<file path="src/core/idrx_pkg.sv">
// Notes on behaviour
// - pair increment takes 6 T, flags untouched
// - pair increment code 00 ss 0011
// - prefix dd then 23 increments first index
// - prefix fd then 23 increments second index
// - index inc/dec takes 4 then 6 T
// - pair decrement, same selector, flags untouched
// - prefix dd then 2b decrements first index
// - prefix fd then 2b decrements second index
// - opcode 07 rotates accumulator left circular
// - opcode 17 rotates accumulator left through carry
// - opcode 0f rotates accumulator right circular
// - opcode 1f rotates accumulator right through carry
// - accumulator rotates take one 4 T cycle
// - prefix cb then 00000 rrr selects register
// - register rotate copies bit 7, 8 T
// - prefixed rotate sets sign, zero, parity flags
// - cb 06 rotates pointed memory byte, 15 T
package idrx_pkg;
    // opcode bytes
    localparam logic [7:0] OP_PFX_IDX1 = 8'hdd;
    localparam logic [7:0] OP_PFX_IDX2 = 8'hfd;
    localparam logic [7:0] OP_PFX_BIT = 8'hcb;
    localparam logic [7:0] OP_IDX_INC = 8'h23;
    localparam logic [7:0] OP_IDX_DEC = 8'h2b;
    localparam logic [7:0] OP_ACC_LC = 8'h07;
    localparam logic [7:0] OP_ACC_LT = 8'h17;
    localparam logic [7:0] OP_ACC_RC = 8'h0f;
    localparam logic [7:0] OP_ACC_RT = 8'h1f;
    localparam logic [7:0] OP_MEM_LC = 8'h06;
    localparam logic [7:0] OP_NONE = 8'h00;
    // field patterns
    localparam logic [1:0] PAIR_TOP = 2'h0;
    localparam logic [3:0] PAIR_INC_LOW = 4'h3;
    localparam logic [3:0] PAIR_DEC_LOW = 4'hb;
    localparam logic [4:0] PFX_LC_TOP = 5'h00;
    localparam logic [2:0] REG_CODE_MEM = 3'h6;
    // flag bit positions
    localparam int FLAG_S = 7;
    localparam int FLAG_Z = 6;
    localparam int FLAG_H = 4;
    localparam int FLAG_PV = 2;
    localparam int FLAG_N = 1;
    localparam int FLAG_C = 0;
    // register write selectors
    localparam int WSEL_W = 3;
    localparam logic [2:0] WSEL_PAIR1 = 3'h0;
    localparam logic [2:0] WSEL_PAIR2 = 3'h1;
    localparam logic [2:0] WSEL_PTR = 3'h2;
    localparam logic [2:0] WSEL_STACK = 3'h3;
    localparam logic [2:0] WSEL_ACCF = 3'h4;
    localparam logic [2:0] WSEL_IDX1 = 3'h5;
    localparam logic [2:0] WSEL_IDX2 = 3'h6;
    // timing: one T state is a divided enable of the system clock
    localparam int CLK_NS = 10;
    localparam int TSTATE_NS = 40;
    localparam int T_DIV = TSTATE_NS / CLK_NS;
    localparam logic [1:0] DIV_LAST = 2'(T_DIV - 1);
    localparam logic [2:0] T_FETCH_M = 3'h4;
    localparam logic [2:0] T_PAIR_M1 = 3'h6;
    localparam logic [2:0] T_IDX_M2 = 3'h6;
    localparam logic [2:0] T_MEM_RD = 3'h4;
    localparam logic [2:0] T_MEM_WR = 3'h3;
    localparam logic [15:0] RST_WORD = 16'h0000;
    localparam logic [7:0] RST_BYTE = 8'h00;
    typedef enum logic [2:0] {
        ST_FETCH = 3'b000,
        ST_M1 = 3'b001,
        ST_FETCH2 = 3'b010,
        ST_M2 = 3'b011,
        ST_MRD = 3'b100,
        ST_MWR = 3'b101
    } idrx_st_t;
    typedef enum logic [2:0] {
        ALU_ACC_LC = 3'b000,
        ALU_ACC_LT = 3'b001,
        ALU_ACC_RC = 3'b010,
        ALU_ACC_RT = 3'b011,
        ALU_PFX_LC = 3'b100
    } idrx_alu_t;
endpackage : idrx_pkg

</file>
<file path="src/core/idrx_alu_if.sv">
`timescale 1ns/1ps
// rotate unit operands and results
interface idrx_alu_if;
    import idrx_pkg::*;
    idrx_alu_t mode;
    logic [7:0] din;
    logic [7:0] flags_in;
    logic [7:0] dout;
    logic [7:0] flags_out;
    modport core (output mode, output din, output flags_in, input dout, input flags_out);
    modport alu (input mode, input din, input flags_in, output dout, output flags_out);
endinterface : idrx_alu_if

</file>
<file path="src/core/idrx_rot_alu.sv">
`timescale 1ns/1ps
module idrx_rot_alu (
    idrx_alu_if.alu bus
);
    import idrx_pkg::*;

    // one-bit rotates with their flag effects
    always_comb begin
        logic [7:0] r;
        logic [7:0] f;
        r = bus.din;
        f = bus.flags_in;
        case (bus.mode)
            ALU_ACC_LC: begin
                r = {bus.din[6:0], bus.din[7]};
                f[FLAG_C] = bus.din[7];
            end
            ALU_ACC_LT: begin
                r = {bus.din[6:0], bus.flags_in[FLAG_C]};
                f[FLAG_C] = bus.din[7];
            end
            ALU_ACC_RC: begin
                r = {bus.din[0], bus.din[7:1]};
                f[FLAG_C] = bus.din[0];
            end
            ALU_ACC_RT: begin
                r = {bus.flags_in[FLAG_C], bus.din[7:1]};
                f[FLAG_C] = bus.din[0];
            end
            ALU_PFX_LC: begin
                r = {bus.din[6:0], bus.din[7]};
                f[FLAG_C] = bus.din[7];
                f[FLAG_S] = r[7];
                f[FLAG_Z] = (r == 8'h00);
                f[FLAG_PV] = ~^r;
            end
            default: begin
                r = bus.din;
            end
        endcase
        // sign, zero, parity kept for accumulator forms; h and n always cleared
        f[FLAG_H] = 1'b0;
        f[FLAG_N] = 1'b0;
        bus.dout = r;
        bus.flags_out = f;
    end
endmodule : idrx_rot_alu

</file>
<file path="src/core/idrx_core.sv">
`timescale 1ns/1ps
module idrx_core (
    input wire logic SYS_CLK,
    input wire logic RSTN,
    input wire logic INSTR_VALID,
    input wire logic [7:0] INSTR_BYTE,
    output logic INSTR_READY,
    input wire logic [7:0] MEM_RDATA,
    output logic [15:0] MEM_ADDR,
    output logic MEM_RD,
    output logic MEM_WR,
    output logic [7:0] MEM_WDATA,
    input wire logic REG_WR_EN,
    input wire logic [idrx_pkg::WSEL_W-1:0] REG_WR_SEL,
    input wire logic [15:0] REG_WR_DATA,
    output logic [15:0] REG_PAIR1,
    output logic [15:0] REG_PAIR2,
    output logic [15:0] REG_PTR,
    output logic [15:0] REG_STACK,
    output logic [15:0] REG_IDX1,
    output logic [15:0] REG_IDX2,
    output logic [15:0] REG_ACC_FLAGS,
    output logic DONE,
    output logic ILLEGAL_OP,
    output logic [4:0] TSTATES,
    output logic [2:0] MCYCLES
);
    import idrx_pkg::*;

    typedef struct packed {
        idrx_st_t st;
        logic [1:0] div;
        logic [2:0] tcnt;
        logic [2:0] mlen;
        logic [4:0] tot;
        logic [2:0] mcnt;
        logic [7:0] pfx;
        logic [7:0] op;
        logic [7:0] mdata;
        logic [15:0] pair1;
        logic [15:0] pair2;
        logic [15:0] ptr;
        logic [15:0] stk;
        logic [15:0] idx1;
        logic [15:0] idx2;
        logic [7:0] acc;
        logic [7:0] flg;
        logic ready;
        logic done;
        logic illegal;
        logic mem_rd;
        logic mem_wr;
        logic [4:0] tstates;
        logic [2:0] mcycles;
    } idrx_state_t;

    localparam idrx_state_t S_RESET = '0;

    idrx_state_t s_ff;
    idrx_state_t nxt_s;
    idrx_alu_if alu_bus ();

    idrx_rot_alu u_alu (
        .bus(alu_bus.alu)
    );

    // register pair read by two-bit selector
    function automatic logic [15:0] pair_get(input idrx_state_t st, input logic [1:0] sel);
        case (sel)
            2'h0: pair_get = st.pair1;
            2'h1: pair_get = st.pair2;
            2'h2: pair_get = st.ptr;
            default: pair_get = st.stk;
        endcase
    endfunction : pair_get

    // byte register read by three-bit code
    function automatic logic [7:0] reg8_get(input idrx_state_t st, input logic [2:0] code);
        case (code)
            3'h0: reg8_get = st.pair1[15:8];
            3'h1: reg8_get = st.pair1[7:0];
            3'h2: reg8_get = st.pair2[15:8];
            3'h3: reg8_get = st.pair2[7:0];
            3'h4: reg8_get = st.ptr[15:8];
            3'h5: reg8_get = st.ptr[7:0];
            default: reg8_get = st.acc;
        endcase
    endfunction : reg8_get

    function automatic logic is_pair_op(input logic [7:0] b);
        is_pair_op = (b[7:6] == PAIR_TOP) && (b[3:0] == PAIR_INC_LOW || b[3:0] == PAIR_DEC_LOW);
    endfunction : is_pair_op

    // rotate unit operand selection
    always_comb begin
        alu_bus.flags_in = s_ff.flg;
        if (s_ff.pfx == OP_PFX_BIT) begin
            alu_bus.mode = ALU_PFX_LC;
            if (s_ff.op[2:0] == REG_CODE_MEM) begin
                alu_bus.din = MEM_RDATA;
            end else begin
                alu_bus.din = reg8_get(s_ff, s_ff.op[2:0]);
            end
        end else begin
            alu_bus.din = s_ff.acc;
            case (s_ff.op)
                OP_ACC_LT: alu_bus.mode = ALU_ACC_LT;
                OP_ACC_RC: alu_bus.mode = ALU_ACC_RC;
                OP_ACC_RT: alu_bus.mode = ALU_ACC_RT;
                default: alu_bus.mode = ALU_ACC_LC;
            endcase
        end
    end

    // sequencer: machine cycles counted in T-state enables
    always_comb begin
        logic tick;
        logic take;
        logic fin;
        logic [2:0] tnew;
        logic [4:0] totnew;
        logic [15:0] pv;
        tick = (s_ff.div == DIV_LAST);
        take = s_ff.ready && INSTR_VALID;
        fin = 1'b0;
        tnew = 3'(s_ff.tcnt + 3'h1);
        totnew = 5'(s_ff.tot + 5'h1);
        pv = pair_get(s_ff, s_ff.op[5:4]);
        nxt_s = s_ff;
        nxt_s.done = 1'b0;
        nxt_s.illegal = 1'b0;
        nxt_s.div = tick ? 2'h0 : 2'(s_ff.div + 2'h1);
        case (s_ff.st)
            ST_FETCH: begin
                if (take) begin
                    nxt_s.pfx = OP_NONE;
                    nxt_s.op = INSTR_BYTE;
                    nxt_s.tcnt = 3'h1;
                    nxt_s.tot = 5'h1;
                    nxt_s.mcnt = 3'h1;
                    nxt_s.mlen = is_pair_op(INSTR_BYTE) ? T_PAIR_M1 : T_FETCH_M;
                    nxt_s.st = ST_M1;
                end else if (REG_WR_EN) begin
                    case (REG_WR_SEL)
                        WSEL_PAIR1: nxt_s.pair1 = REG_WR_DATA;
                        WSEL_PAIR2: nxt_s.pair2 = REG_WR_DATA;
                        WSEL_PTR: nxt_s.ptr = REG_WR_DATA;
                        WSEL_STACK: nxt_s.stk = REG_WR_DATA;
                        WSEL_ACCF: {nxt_s.acc, nxt_s.flg} = REG_WR_DATA;
                        WSEL_IDX1: nxt_s.idx1 = REG_WR_DATA;
                        WSEL_IDX2: nxt_s.idx2 = REG_WR_DATA;
                        default: nxt_s.illegal = 1'b1;
                    endcase
                end
            end
            ST_M1: begin
                if (tick) begin
                    nxt_s.tcnt = tnew;
                    nxt_s.tot = totnew;
                    if (tnew == s_ff.mlen) begin
                        if (s_ff.op == OP_PFX_IDX1 || s_ff.op == OP_PFX_IDX2
                            || s_ff.op == OP_PFX_BIT) begin
                            nxt_s.pfx = s_ff.op;
                            nxt_s.st = ST_FETCH2;
                        end else begin
                            fin = 1'b1;
                            if (is_pair_op(s_ff.op)) begin
                                // selector 00/01/10/11, no flag touched
                                if (s_ff.op[3:0] == PAIR_INC_LOW) begin
                                    pv = 16'(pv + 16'h0001);
                                end else begin
                                    pv = 16'(pv - 16'h0001);
                                end
                                case (s_ff.op[5:4])
                                    2'h0: nxt_s.pair1 = pv;
                                    2'h1: nxt_s.pair2 = pv;
                                    2'h2: nxt_s.ptr = pv;
                                    default: nxt_s.stk = pv;
                                endcase
                            end else if (s_ff.op == OP_ACC_LC || s_ff.op == OP_ACC_LT
                                || s_ff.op == OP_ACC_RC || s_ff.op == OP_ACC_RT) begin
                                nxt_s.acc = alu_bus.dout;
                                nxt_s.flg = alu_bus.flags_out;
                            end else begin
                                nxt_s.illegal = 1'b1;
                            end
                        end
                    end
                end
            end
            ST_FETCH2: begin
                if (take) begin
                    nxt_s.op = INSTR_BYTE;
                    nxt_s.tcnt = 3'h1;
                    nxt_s.tot = totnew;
                    nxt_s.mcnt = 3'(s_ff.mcnt + 3'h1);
                    if (s_ff.pfx != OP_PFX_BIT
                        && (INSTR_BYTE == OP_IDX_INC || INSTR_BYTE == OP_IDX_DEC)) begin
                        nxt_s.mlen = T_IDX_M2;
                    end else begin
                        nxt_s.mlen = T_FETCH_M;
                    end
                    nxt_s.st = ST_M2;
                end
            end
            ST_M2: begin
                if (tick) begin
                    nxt_s.tcnt = tnew;
                    nxt_s.tot = totnew;
                    if (tnew == s_ff.mlen) begin
                        if (s_ff.pfx == OP_PFX_BIT && s_ff.op == OP_MEM_LC) begin
                            nxt_s.st = ST_MRD;
                            nxt_s.tcnt = 3'h0;
                            nxt_s.mlen = T_MEM_RD;
                            nxt_s.mcnt = 3'(s_ff.mcnt + 3'h1);
                            nxt_s.mem_rd = 1'b1;
                        end else begin
                            fin = 1'b1;
                            if (s_ff.pfx == OP_PFX_IDX1 && s_ff.op == OP_IDX_INC) begin
                                nxt_s.idx1 = 16'(s_ff.idx1 + 16'h0001);
                            end else if (s_ff.pfx == OP_PFX_IDX2 && s_ff.op == OP_IDX_INC) begin
                                nxt_s.idx2 = 16'(s_ff.idx2 + 16'h0001);
                            end else if (s_ff.pfx == OP_PFX_IDX1 && s_ff.op == OP_IDX_DEC) begin
                                nxt_s.idx1 = 16'(s_ff.idx1 - 16'h0001);
                            end else if (s_ff.pfx == OP_PFX_IDX2 && s_ff.op == OP_IDX_DEC) begin
                                nxt_s.idx2 = 16'(s_ff.idx2 - 16'h0001);
                            end else if (s_ff.pfx == OP_PFX_BIT && s_ff.op[7:3] == PFX_LC_TOP) begin
                                nxt_s.flg = alu_bus.flags_out;
                                case (s_ff.op[2:0])
                                    3'h0: nxt_s.pair1[15:8] = alu_bus.dout;
                                    3'h1: nxt_s.pair1[7:0] = alu_bus.dout;
                                    3'h2: nxt_s.pair2[15:8] = alu_bus.dout;
                                    3'h3: nxt_s.pair2[7:0] = alu_bus.dout;
                                    3'h4: nxt_s.ptr[15:8] = alu_bus.dout;
                                    3'h5: nxt_s.ptr[7:0] = alu_bus.dout;
                                    default: nxt_s.acc = alu_bus.dout;
                                endcase
                            end else begin
                                nxt_s.illegal = 1'b1;
                            end
                        end
                    end
                end
            end
            ST_MRD: begin
                if (tick) begin
                    nxt_s.tcnt = tnew;
                    nxt_s.tot = totnew;
                    if (tnew == s_ff.mlen) begin
                        // memory byte sampled on the last read T state
                        nxt_s.mdata = alu_bus.dout;
                        nxt_s.flg = alu_bus.flags_out;
                        nxt_s.mem_rd = 1'b0;
                        nxt_s.mem_wr = 1'b1;
                        nxt_s.st = ST_MWR;
                        nxt_s.tcnt = 3'h0;
                        nxt_s.mlen = T_MEM_WR;
                        nxt_s.mcnt = 3'(s_ff.mcnt + 3'h1);
                    end
                end
            end
            ST_MWR: begin
                if (tick) begin
                    nxt_s.tcnt = tnew;
                    nxt_s.tot = totnew;
                    if (tnew == s_ff.mlen) begin
                        nxt_s.mem_wr = 1'b0;
                        fin = 1'b1;
                    end
                end
            end
            default: begin
                nxt_s = S_RESET;
            end
        endcase
        if (fin) begin
            nxt_s.st = ST_FETCH;
            nxt_s.done = 1'b1;
            nxt_s.tstates = nxt_s.tot;
            nxt_s.mcycles = nxt_s.mcnt;
        end
        // ready only on a T-state enable while waiting for a byte
        nxt_s.ready = (nxt_s.st == ST_FETCH || nxt_s.st == ST_FETCH2) && (nxt_s.div == DIV_LAST);
    end

    // state register
    always_ff @(posedge SYS_CLK) begin
        if (!RSTN) begin
            s_ff <= S_RESET;
        end else begin
            s_ff <= nxt_s;
        end
    end

    // outputs straight from the state register
    assign INSTR_READY = s_ff.ready;
    assign MEM_ADDR = s_ff.ptr;
    assign MEM_RD = s_ff.mem_rd;
    assign MEM_WR = s_ff.mem_wr;
    assign MEM_WDATA = s_ff.mdata;
    assign REG_PAIR1 = s_ff.pair1;
    assign REG_PAIR2 = s_ff.pair2;
    assign REG_PTR = s_ff.ptr;
    assign REG_STACK = s_ff.stk;
    assign REG_IDX1 = s_ff.idx1;
    assign REG_IDX2 = s_ff.idx2;
    assign REG_ACC_FLAGS = {s_ff.acc, s_ff.flg};
    assign DONE = s_ff.done;
    assign ILLEGAL_OP = s_ff.illegal;
    assign TSTATES = s_ff.tstates;
    assign MCYCLES = s_ff.mcycles;

    // previous values for the checks below
    logic [7:0] acc_prev;
    logic [7:0] flg_prev;
    always_ff @(posedge SYS_CLK) begin
        acc_prev <= s_ff.acc;
        flg_prev <= s_ff.flg;
    end
endmodule : idrx_core

</file>
<file path="config.mk">
export PLATFORM = sky130hd
export DESIGN_NAME = idrx_core
export DESIGN_NICKNAME = d
export VERILOG_FILES = /design/src/core/idrx_pkg.sv /design/src/core/idrx_alu_if.sv /design/src/core/idrx_rot_alu.sv /design/src/core/idrx_core.sv
export SDC_FILE = /design/constraint.sdc
export NUM_CORES = 1
export LEC_CHECK = 0
export BUFFER_PORTS_ARGS = -buffer_cell sky130_fd_sc_hd__buf_2
export CAP_MARGIN = 20
export CORE_UTILIZATION = 45
export DETAILED_ROUTE_END_ITERATION = 6
export PLACE_DENSITY = 0.8
export SYNTH_ARGS = -nofsm -noshare
export SYNTH_HDL_FRONTEND = slang
export SYNTH_HIERARCHICAL = 1
export SYNTH_SLANG_ARGS = --single-unit
</file>
<file path="constraint.sdc">
create_clock -name SYS_CLK -period 3.9 [get_ports SYS_CLK]
set_input_delay 0.78 -clock SYS_CLK [delete_from_list [all_inputs] [get_ports SYS_CLK]]
set_output_delay 0.78 -clock SYS_CLK [all_outputs]
set_load 0.02 [all_outputs]
</file>
# ---- Word-level counts from Yosys, hierarchy flattened
# Cells that the tools add are included.
dict set report word_totals {
  input_bits 39
  register_bits 168
  wordCells 356
  out_inout_bits 149
}
dict set report op_classes {
  n_reduce_logical 66
  addsub 10
  mux 145
  n_bitwise 12
  eq_ne 95
}
# operator n
set op_table {}
lappend op_table {{$mux 48} 11}
lappend op_table {{$mux 16} 25}
lappend op_table {{$mux 64} 4}
lappend op_table {{$mux 112} 2}
lappend op_table {{$pmux 48 s4} 1}
lappend op_table {{$mux 8} 19}
lappend op_table {{$reduce_and 18->1} 7}
lappend op_table {{$pmux 16 s3} 2}
lappend op_table {{$pmux 32 s3} 1}
lappend op_table {{$mux 32} 2}
lappend op_table {{$pmux 8 s4} 2}
lappend op_table {{$ne 2x2->1 const B} 26}
lappend op_table {{$add 16x1->16 const B} 3}
lappend op_table {{$eq 8x8->1 const B} 6}
lappend op_table {{$mux 3} 16}
lappend op_table {{$pmux 8 s3} 2}
lappend op_table {{$pmux 8 s6} 1}
lappend op_table {{$sub 16x1->16 const B} 3}
lappend op_table {{$pmux 3 s5} 3}
lappend op_table {{$mux 14} 3}
lappend op_table {{$pmux 8 s5} 1}
lappend op_table {{$ne 2x1->1 const B} 18}
lappend op_table {{$eq 8x6->1 const B} 4}
lappend op_table {{$mux 30} 1}
lappend op_table {{48 further kinds} 165}

# ---- Longest topological paths before layout
dict set report logic_depth {
  word_depth 16
  mapped_depth 16
  depth_no_buf 14
}

# ---- By module
# The synthesis kept the hierarchy.
# mod seq_area_each_um2 cells_per_inst n_inst area_each_um2
set by_module_without_submodules {}
lappend by_module_without_submodules {idrx_core 3363.2 1429 1 11746.3}
lappend by_module_without_submodules {idrx_rot_alu 0.0 59 1 412.9}

# ---- Worst setup path after synthesis
# Ideal clock, no wire load.
dict set report synth_timing {
  path_kind {reg-to-reg}
  from {reg s_ff[137] (netlist bit)}
  to {reg s_ff (netlist bit MEM_ADDR[11])}
  synth_period_minus_slack_ps 3946
  required_ps 3767
  slack_ps -46
  arrival_ps 3813
  n_path_buf 3
  setup_ps 133
  path_stages_with_launch 13
  path_cell_list {dfxtp_1 buf_2 buf_1 clkbuf_1 mux4_2 ha_1 and2_1 a2111oi_2 o31a_1 o21bai_1 xnor2_1 a222oi_1 a21oi_1}
}
dict set report synth_between {
  elab_chain_len 16
  word_cells_on_any_way 58
  cone_classes {add/sub: 2; eq/ne: 23; mux: 20; reduce/logical: 13}
}
# element line_no
set synth_rtl {}
lappend synth_rtl {{start, declared} idrx_core.sv:59} ;# idrx_state_t s_ff;
lappend synth_rtl {{start signal, assigned} idrx_core.sv:291} ;# s_ff <= nxt_s;
lappend synth_rtl {{$eq 8x5->1 / $eq 8x4->1 (equally long branches)} idrx_core.sv:106} ;# case (s_ff.op)
lappend synth_rtl {{$pmux 2 s3} idrx_core.sv:106}
lappend synth_rtl {{$mux 3} idrx_core.sv:97} ;# if (s_ff.pfx == OP_PFX_BIT) begin
lappend synth_rtl {{$eq 3x3->1 / $logic_not 3->1 (equally long branches)} idrx_rot_alu.sv:13} ;# case (bus.mode)
lappend synth_rtl {{$reduce_or 2->1 (no line)} -}
lappend synth_rtl {{$pmux 8 s4} idrx_rot_alu.sv:13}
lappend synth_rtl {{$mux 8} idrx_core.sv:229} ;# case (s_ff.op[2:0])
lappend synth_rtl {{$mux 48} idrx_core.sv:227} ;# end else if (s_ff.pfx == OP_PFX_BIT && s_ff.op[7:3] == PFX_LC_TOP) begin
lappend synth_rtl {{$mux 48} idrx_core.sv:225} ;# end else if (s_ff.pfx == OP_PFX_IDX2 && s_ff.op == OP_IDX_DEC) begin
lappend synth_rtl {{$mux 48} idrx_core.sv:223} ;# end else if (s_ff.pfx == OP_PFX_IDX1 && s_ff.op == OP_IDX_DEC) begin
lappend synth_rtl {{$mux 48} idrx_core.sv:221} ;# end else if (s_ff.pfx == OP_PFX_IDX2 && s_ff.op == OP_IDX_INC) begin
lappend synth_rtl {{$mux 48} idrx_core.sv:219} ;# if (s_ff.pfx == OP_PFX_IDX1 && s_ff.op == OP_IDX_INC) begin
lappend synth_rtl {{$mux 48} idrx_core.sv:211} ;# if (s_ff.pfx == OP_PFX_BIT && s_ff.op == OP_MEM_LC) begin
lappend synth_rtl {{$mux 48} idrx_core.sv:210} ;# if (tnew == s_ff.mlen) begin
lappend synth_rtl {{$mux 48} idrx_core.sv:207} ;# if (tick) begin
lappend synth_rtl {{$pmux 48 s4} idrx_core.sv:133} ;# case (s_ff.st)
# Parallel ways exist; a longest one is shown, timed or not. The select of a mux whose other input is x is not followed.
# A chain may end at the register's enable or synchronous reset.

# ---- Worst setup path after layout
dict set report layout_timing {
  from {reg s_ff[144] (netlist bit)}
  to {reg s_ff (netlist bit REG_IDX1[14])}
}
dict set report layout_between {
  elab_chain_len 7
  word_cells_on_any_way 16
  cone_classes {eq/ne: 6; mux: 5; reduce/logical: 5}
}
# element line_no
set layout_rtl {}
lappend layout_rtl {{$eq 8x8->1} {idrx_core.sv:219, idrx_core.sv:223}}
lappend layout_rtl {{$logic_and 1x1->1} idrx_core.sv:219}
lappend layout_rtl {{$mux 16} idrx_core.sv:219}
lappend layout_rtl {{$mux 48} idrx_core.sv:211}
lappend layout_rtl {{$mux 48} idrx_core.sv:210}
lappend layout_rtl {{$mux 48} idrx_core.sv:207}
lappend layout_rtl {{$pmux 32 s3} idrx_core.sv:133}
# Parallel ways exist; a longest one is shown, timed or not. The select of a mux whose other input is x is not followed.

==> results.json <==
{
  "status": "complete, but fails checks",
  "violations": "design-rule violations",
  "dieWidth_um": 166,
  "cp_slowest_cell": "or4_1",
  "area_delta_synth_final_pct": 7.44,
  "p_leak_nw": 5.47,
  "r2r_cells": 12,
  "die-area_sq_um": 27700,
  "syn_inst": 1488,
  "synth_seq_cells": 168,
  "yosys.area_share.xor_xnor_pct": 2.28,
  "ant_nets": 0,
  "power_mw": 4.72,
  "async_reset_ff_share_pct": 0,
  "globalRouteTotalUtil_pct": 28.1,
  "post_drt_wl_per_cell_um": 21.3,
  "synthSimpleGateAreaFrac_pct": 18.7,
  "synth-compound-area-share_pct": 24.7,
  "clkLatencyLatePin_ns": 0.45,
  "portBuffers": 187,
  "maxSlewViolCount": 0,
  "clk_path_buf_depth": 2,
  "min_period_ns": 3.62,
  "grt_pass1_wl_um": 61400,
  "critical_path.startpoint_type": "register",
  "worstPathRequired_ns": 4.26,
  "max-slew-margin-rel_pct": 40.2,
  "clkTransAtPathRegs_ns": 0.07,
  "r2r-end": "REG_IDX1[14]",
  "peakVddDrop_mv": 0.219,
  "r2r_slack_ns": 0.28,
  "worst_clock_skew_ns": 0.0207,
  "routed_wirelength_um": 39800,
  "hpwl_um": 29900,
  "root_buffer": "clkbuf_16",
  "multi_input_area_sq_um": 7180,
  "antenna_found_initial": 1,
  "setup_tns_ns": 0,
  "crit_chain": "nand4_1 -> or3_1 -> or2_2 -> or3_4 -> ha_1 -> o21ai_0 -> a21oi_2 -> o211ai_1 -> a211oi_2 -> nor3_1 -> or4_1 -> a41oi_1",
  "core_sq_um": 26300,
  "drive_gt1_share_pct": 23.0,
  "grt-ovfl-total": 0,
  "hp-class": "reg2reg",
  "rsz0062_at_grt": "no",
  "synth_area_leader_cell": "dfxtp_1",
  "netlist_area_sq_um": 12200,
  "synth.distinct_cells": 94,
  "synthMuxAreaShare_pct": 7.09,
  "synthMostInstantiatedCell": "dfxtp_1",
  "cts_tree": "done",
  "power.density_nw_per_um2": 361,
  "reg2reg_from": "s_ff[144]",
  "synth_seq_area_share_pct": 27.7,
  "synth_top_area_share_pct": 27.7,
  "grt_max_degree": 43,
  "drv_cap": 0,
  "end_kind": "register",
  "finalHoldViolCount": 0,
  "cp_slowest_stage_delay_ns": 0.47,
  "crit_family": "simple AND/OR/NAND/NOR gates",
  "worst_pin_slew_ns": 0.891,
  "first_global_vias": 10874,
  "synth_edf_count": 0,
  "holdPathEnd": "alu_bus.flags_in[4]",
  "final_nets": 1613,
  "cts-buffers-inserted": 17,
  "worstSetupPathType": "reg2reg",
  "worstPathMaxFanout": 6,
  "fillers": 2503,
  "dominantRegCellSynth": "dfxtp_1",
  "min_from": "alu_bus.flags_in[4]",
  "drc_errors": 17,
  "rows": 59,
  "cts_max_level": 4,
  "clock-sinks": 168,
  "timing.fmax_mhz": 276,
  "min_path_cells": 2,
  "syn_avg_cell_area_sq_um": 8.17,
  "die_y_um": 166,
  "vias": 11722,
  "first_pass_iters": 7,
  "pin_count": 188,
  "synth_area_leaders": "dfxtp_1 (28%), buf_4 (9.4%), ha_1 (5.4%), a21oi_1 (4.6%), nor2_1 (4.4%)",
  "yosys-top-cells-count": "dfxtp_1 (168), buf_4 (153), nor2_1 (142)",
  "setup_violations": 0,
  "ys_warn_count": 6,
  "place_congestion": 0.987,
  "cp.arrival_ns": 3.98,
  "vias_per_cell": 6.28,
  "start_util_pct": 46.3,
  "timing.final.crit_share_pct": 92.9,
  "synth_top_family_by_area": "compound AO/OA/AOI/OAI gates",
  "ctsHoldBuffers": 0,
  "synthAdderAreaFrac_pct": 5.84,
  "seq_area_sq_um": 3360,
  "drt_iter0_markers": 1326,
  "crit_buf_inv": 0
}
==> power by group <==
part | internal [mW] | leakage (nW) | switching, mW
Combinational | 0.412 | 3.82 | 0.667
Sequential | 1.78 | 1.36 | 0.0806
Clock | 1.04 | 0.289 | 0.735
==> cell usage in the layout (no fill, tap or decap), drive strengths merged, types with 7 or more instances in the layout <==
cell / instances
ha: 52
a21oi: 113
and3: 10
nand4: 9
a31oi: 34
nor3: 27
a221oi: 11
nand3b: 9
o21ai: 91
inv: 36
xor2: 7
nand3: 27
mux4: 23
xnor2: 22
or2: 11
and2: 18
o22ai: 10
a311oi: 21
o21bai: 8
clkbuf: 20
o211ai: 12
nor2b: 13
buf: 243
a22oi: 15
mux2i: 31
a211oi: 37
dfxtp: 168
nand2b: 10
nand2: 134
o21a: 13
a21o: 20
nor2: 145
or3: 13
==> per-stage QoR <==
step	cells	utilization, %	setup slack, ns	area (sq um)	hold WS, ns
global route	1866	49.7	0.0368	13100	0.471
detailed placement	1834	47.2	0.138	12400	0.441
global placement	1834	47.2	0.259	12400	0.427
floorplan	1489	-	0.109	12200	0.415
CTS	1864	49.5	0.104	13000	0.454
finish	1866	49.7	0.279	13100	0.455
==> cell type report <==
| cell class | instances | share of cell area (%) |
|---|---|---|
| multi-input combinational | 1053 | 55.0 |
| sequential | 168 | 25.7 |
| timing repair buffer | 243 | 10.4 |
| clock buffer | 20 | 3.50 |
| tap | 335 | 3.21 |
| clock inverter | 10 | 1.11 |
| inverter | 36 | 1.04 |
| antenna | 1 | 0.0192 |
==> worst min-delay path, delay by kind of cell (launching register included) <==
kind	cells	cell delay (ns)
flops	1	0.31
compound gates	1	0.05
simple gates	1	0.05
==> metal layers <==
layer / track usage (%) / share of wire [%] / vias to the layer above
li1: - / - / 5367
met1: 36.2 / 40 / 5557
met2: 45.7 / 46 / 693
met3: 6.29 / 10 / 105
met4: 11.2 / 3.7 / 0
met5: 0 / 0 / -
==> worst max path at each step <==
stage | start | endpoint | slack [ns] | cells after the start
finish | s_ff[144] | REG_IDX1[14] | 0.28 | 12
global route | s_ff[144] | REG_IDX2[14] | 0.04 | 15
CTS | s_ff[144] | REG_IDX1[14] | 0.10 | 12
detailed placement | s_ff[144] | REG_IDX1[14] | 0.14 | 12
global placement | s_ff[147] | REG_IDX2[13] | 0.26 | 14
floorplan | s_ff[137] | MEM_ADDR[11] | 0.11 | 12
==> state kept, by name, summed over array words and instances (netlist names), 3 cells and up <==
signal and flops:
REG_PAIR2 16, MEM_ADDR 16, REG_IDX1 16, REG_ACC_FLAGS 8, MCYCLES 3, alu_bus.flags_in 8
REG_PAIR1 16, REG_IDX2 16, s_ff 35, MEM_WDATA 8, REG_STACK 16, TSTATES 5
==> cells by family after synthesis <==
logic type	count (synthesis)
buf+inv	268
fa+ha+maj	55
xor+xnor	30
mux	57
compound gates	450
flops	168
other cells	1
simple gates	459
==> repair_timing <==
item	CTS	global route
hold endpoints to repair	0	0
resized for setup	0	11
setup buffers	0	1
endpoints found under the setup margin	0	9
Power figures use the tool's default switching activity.
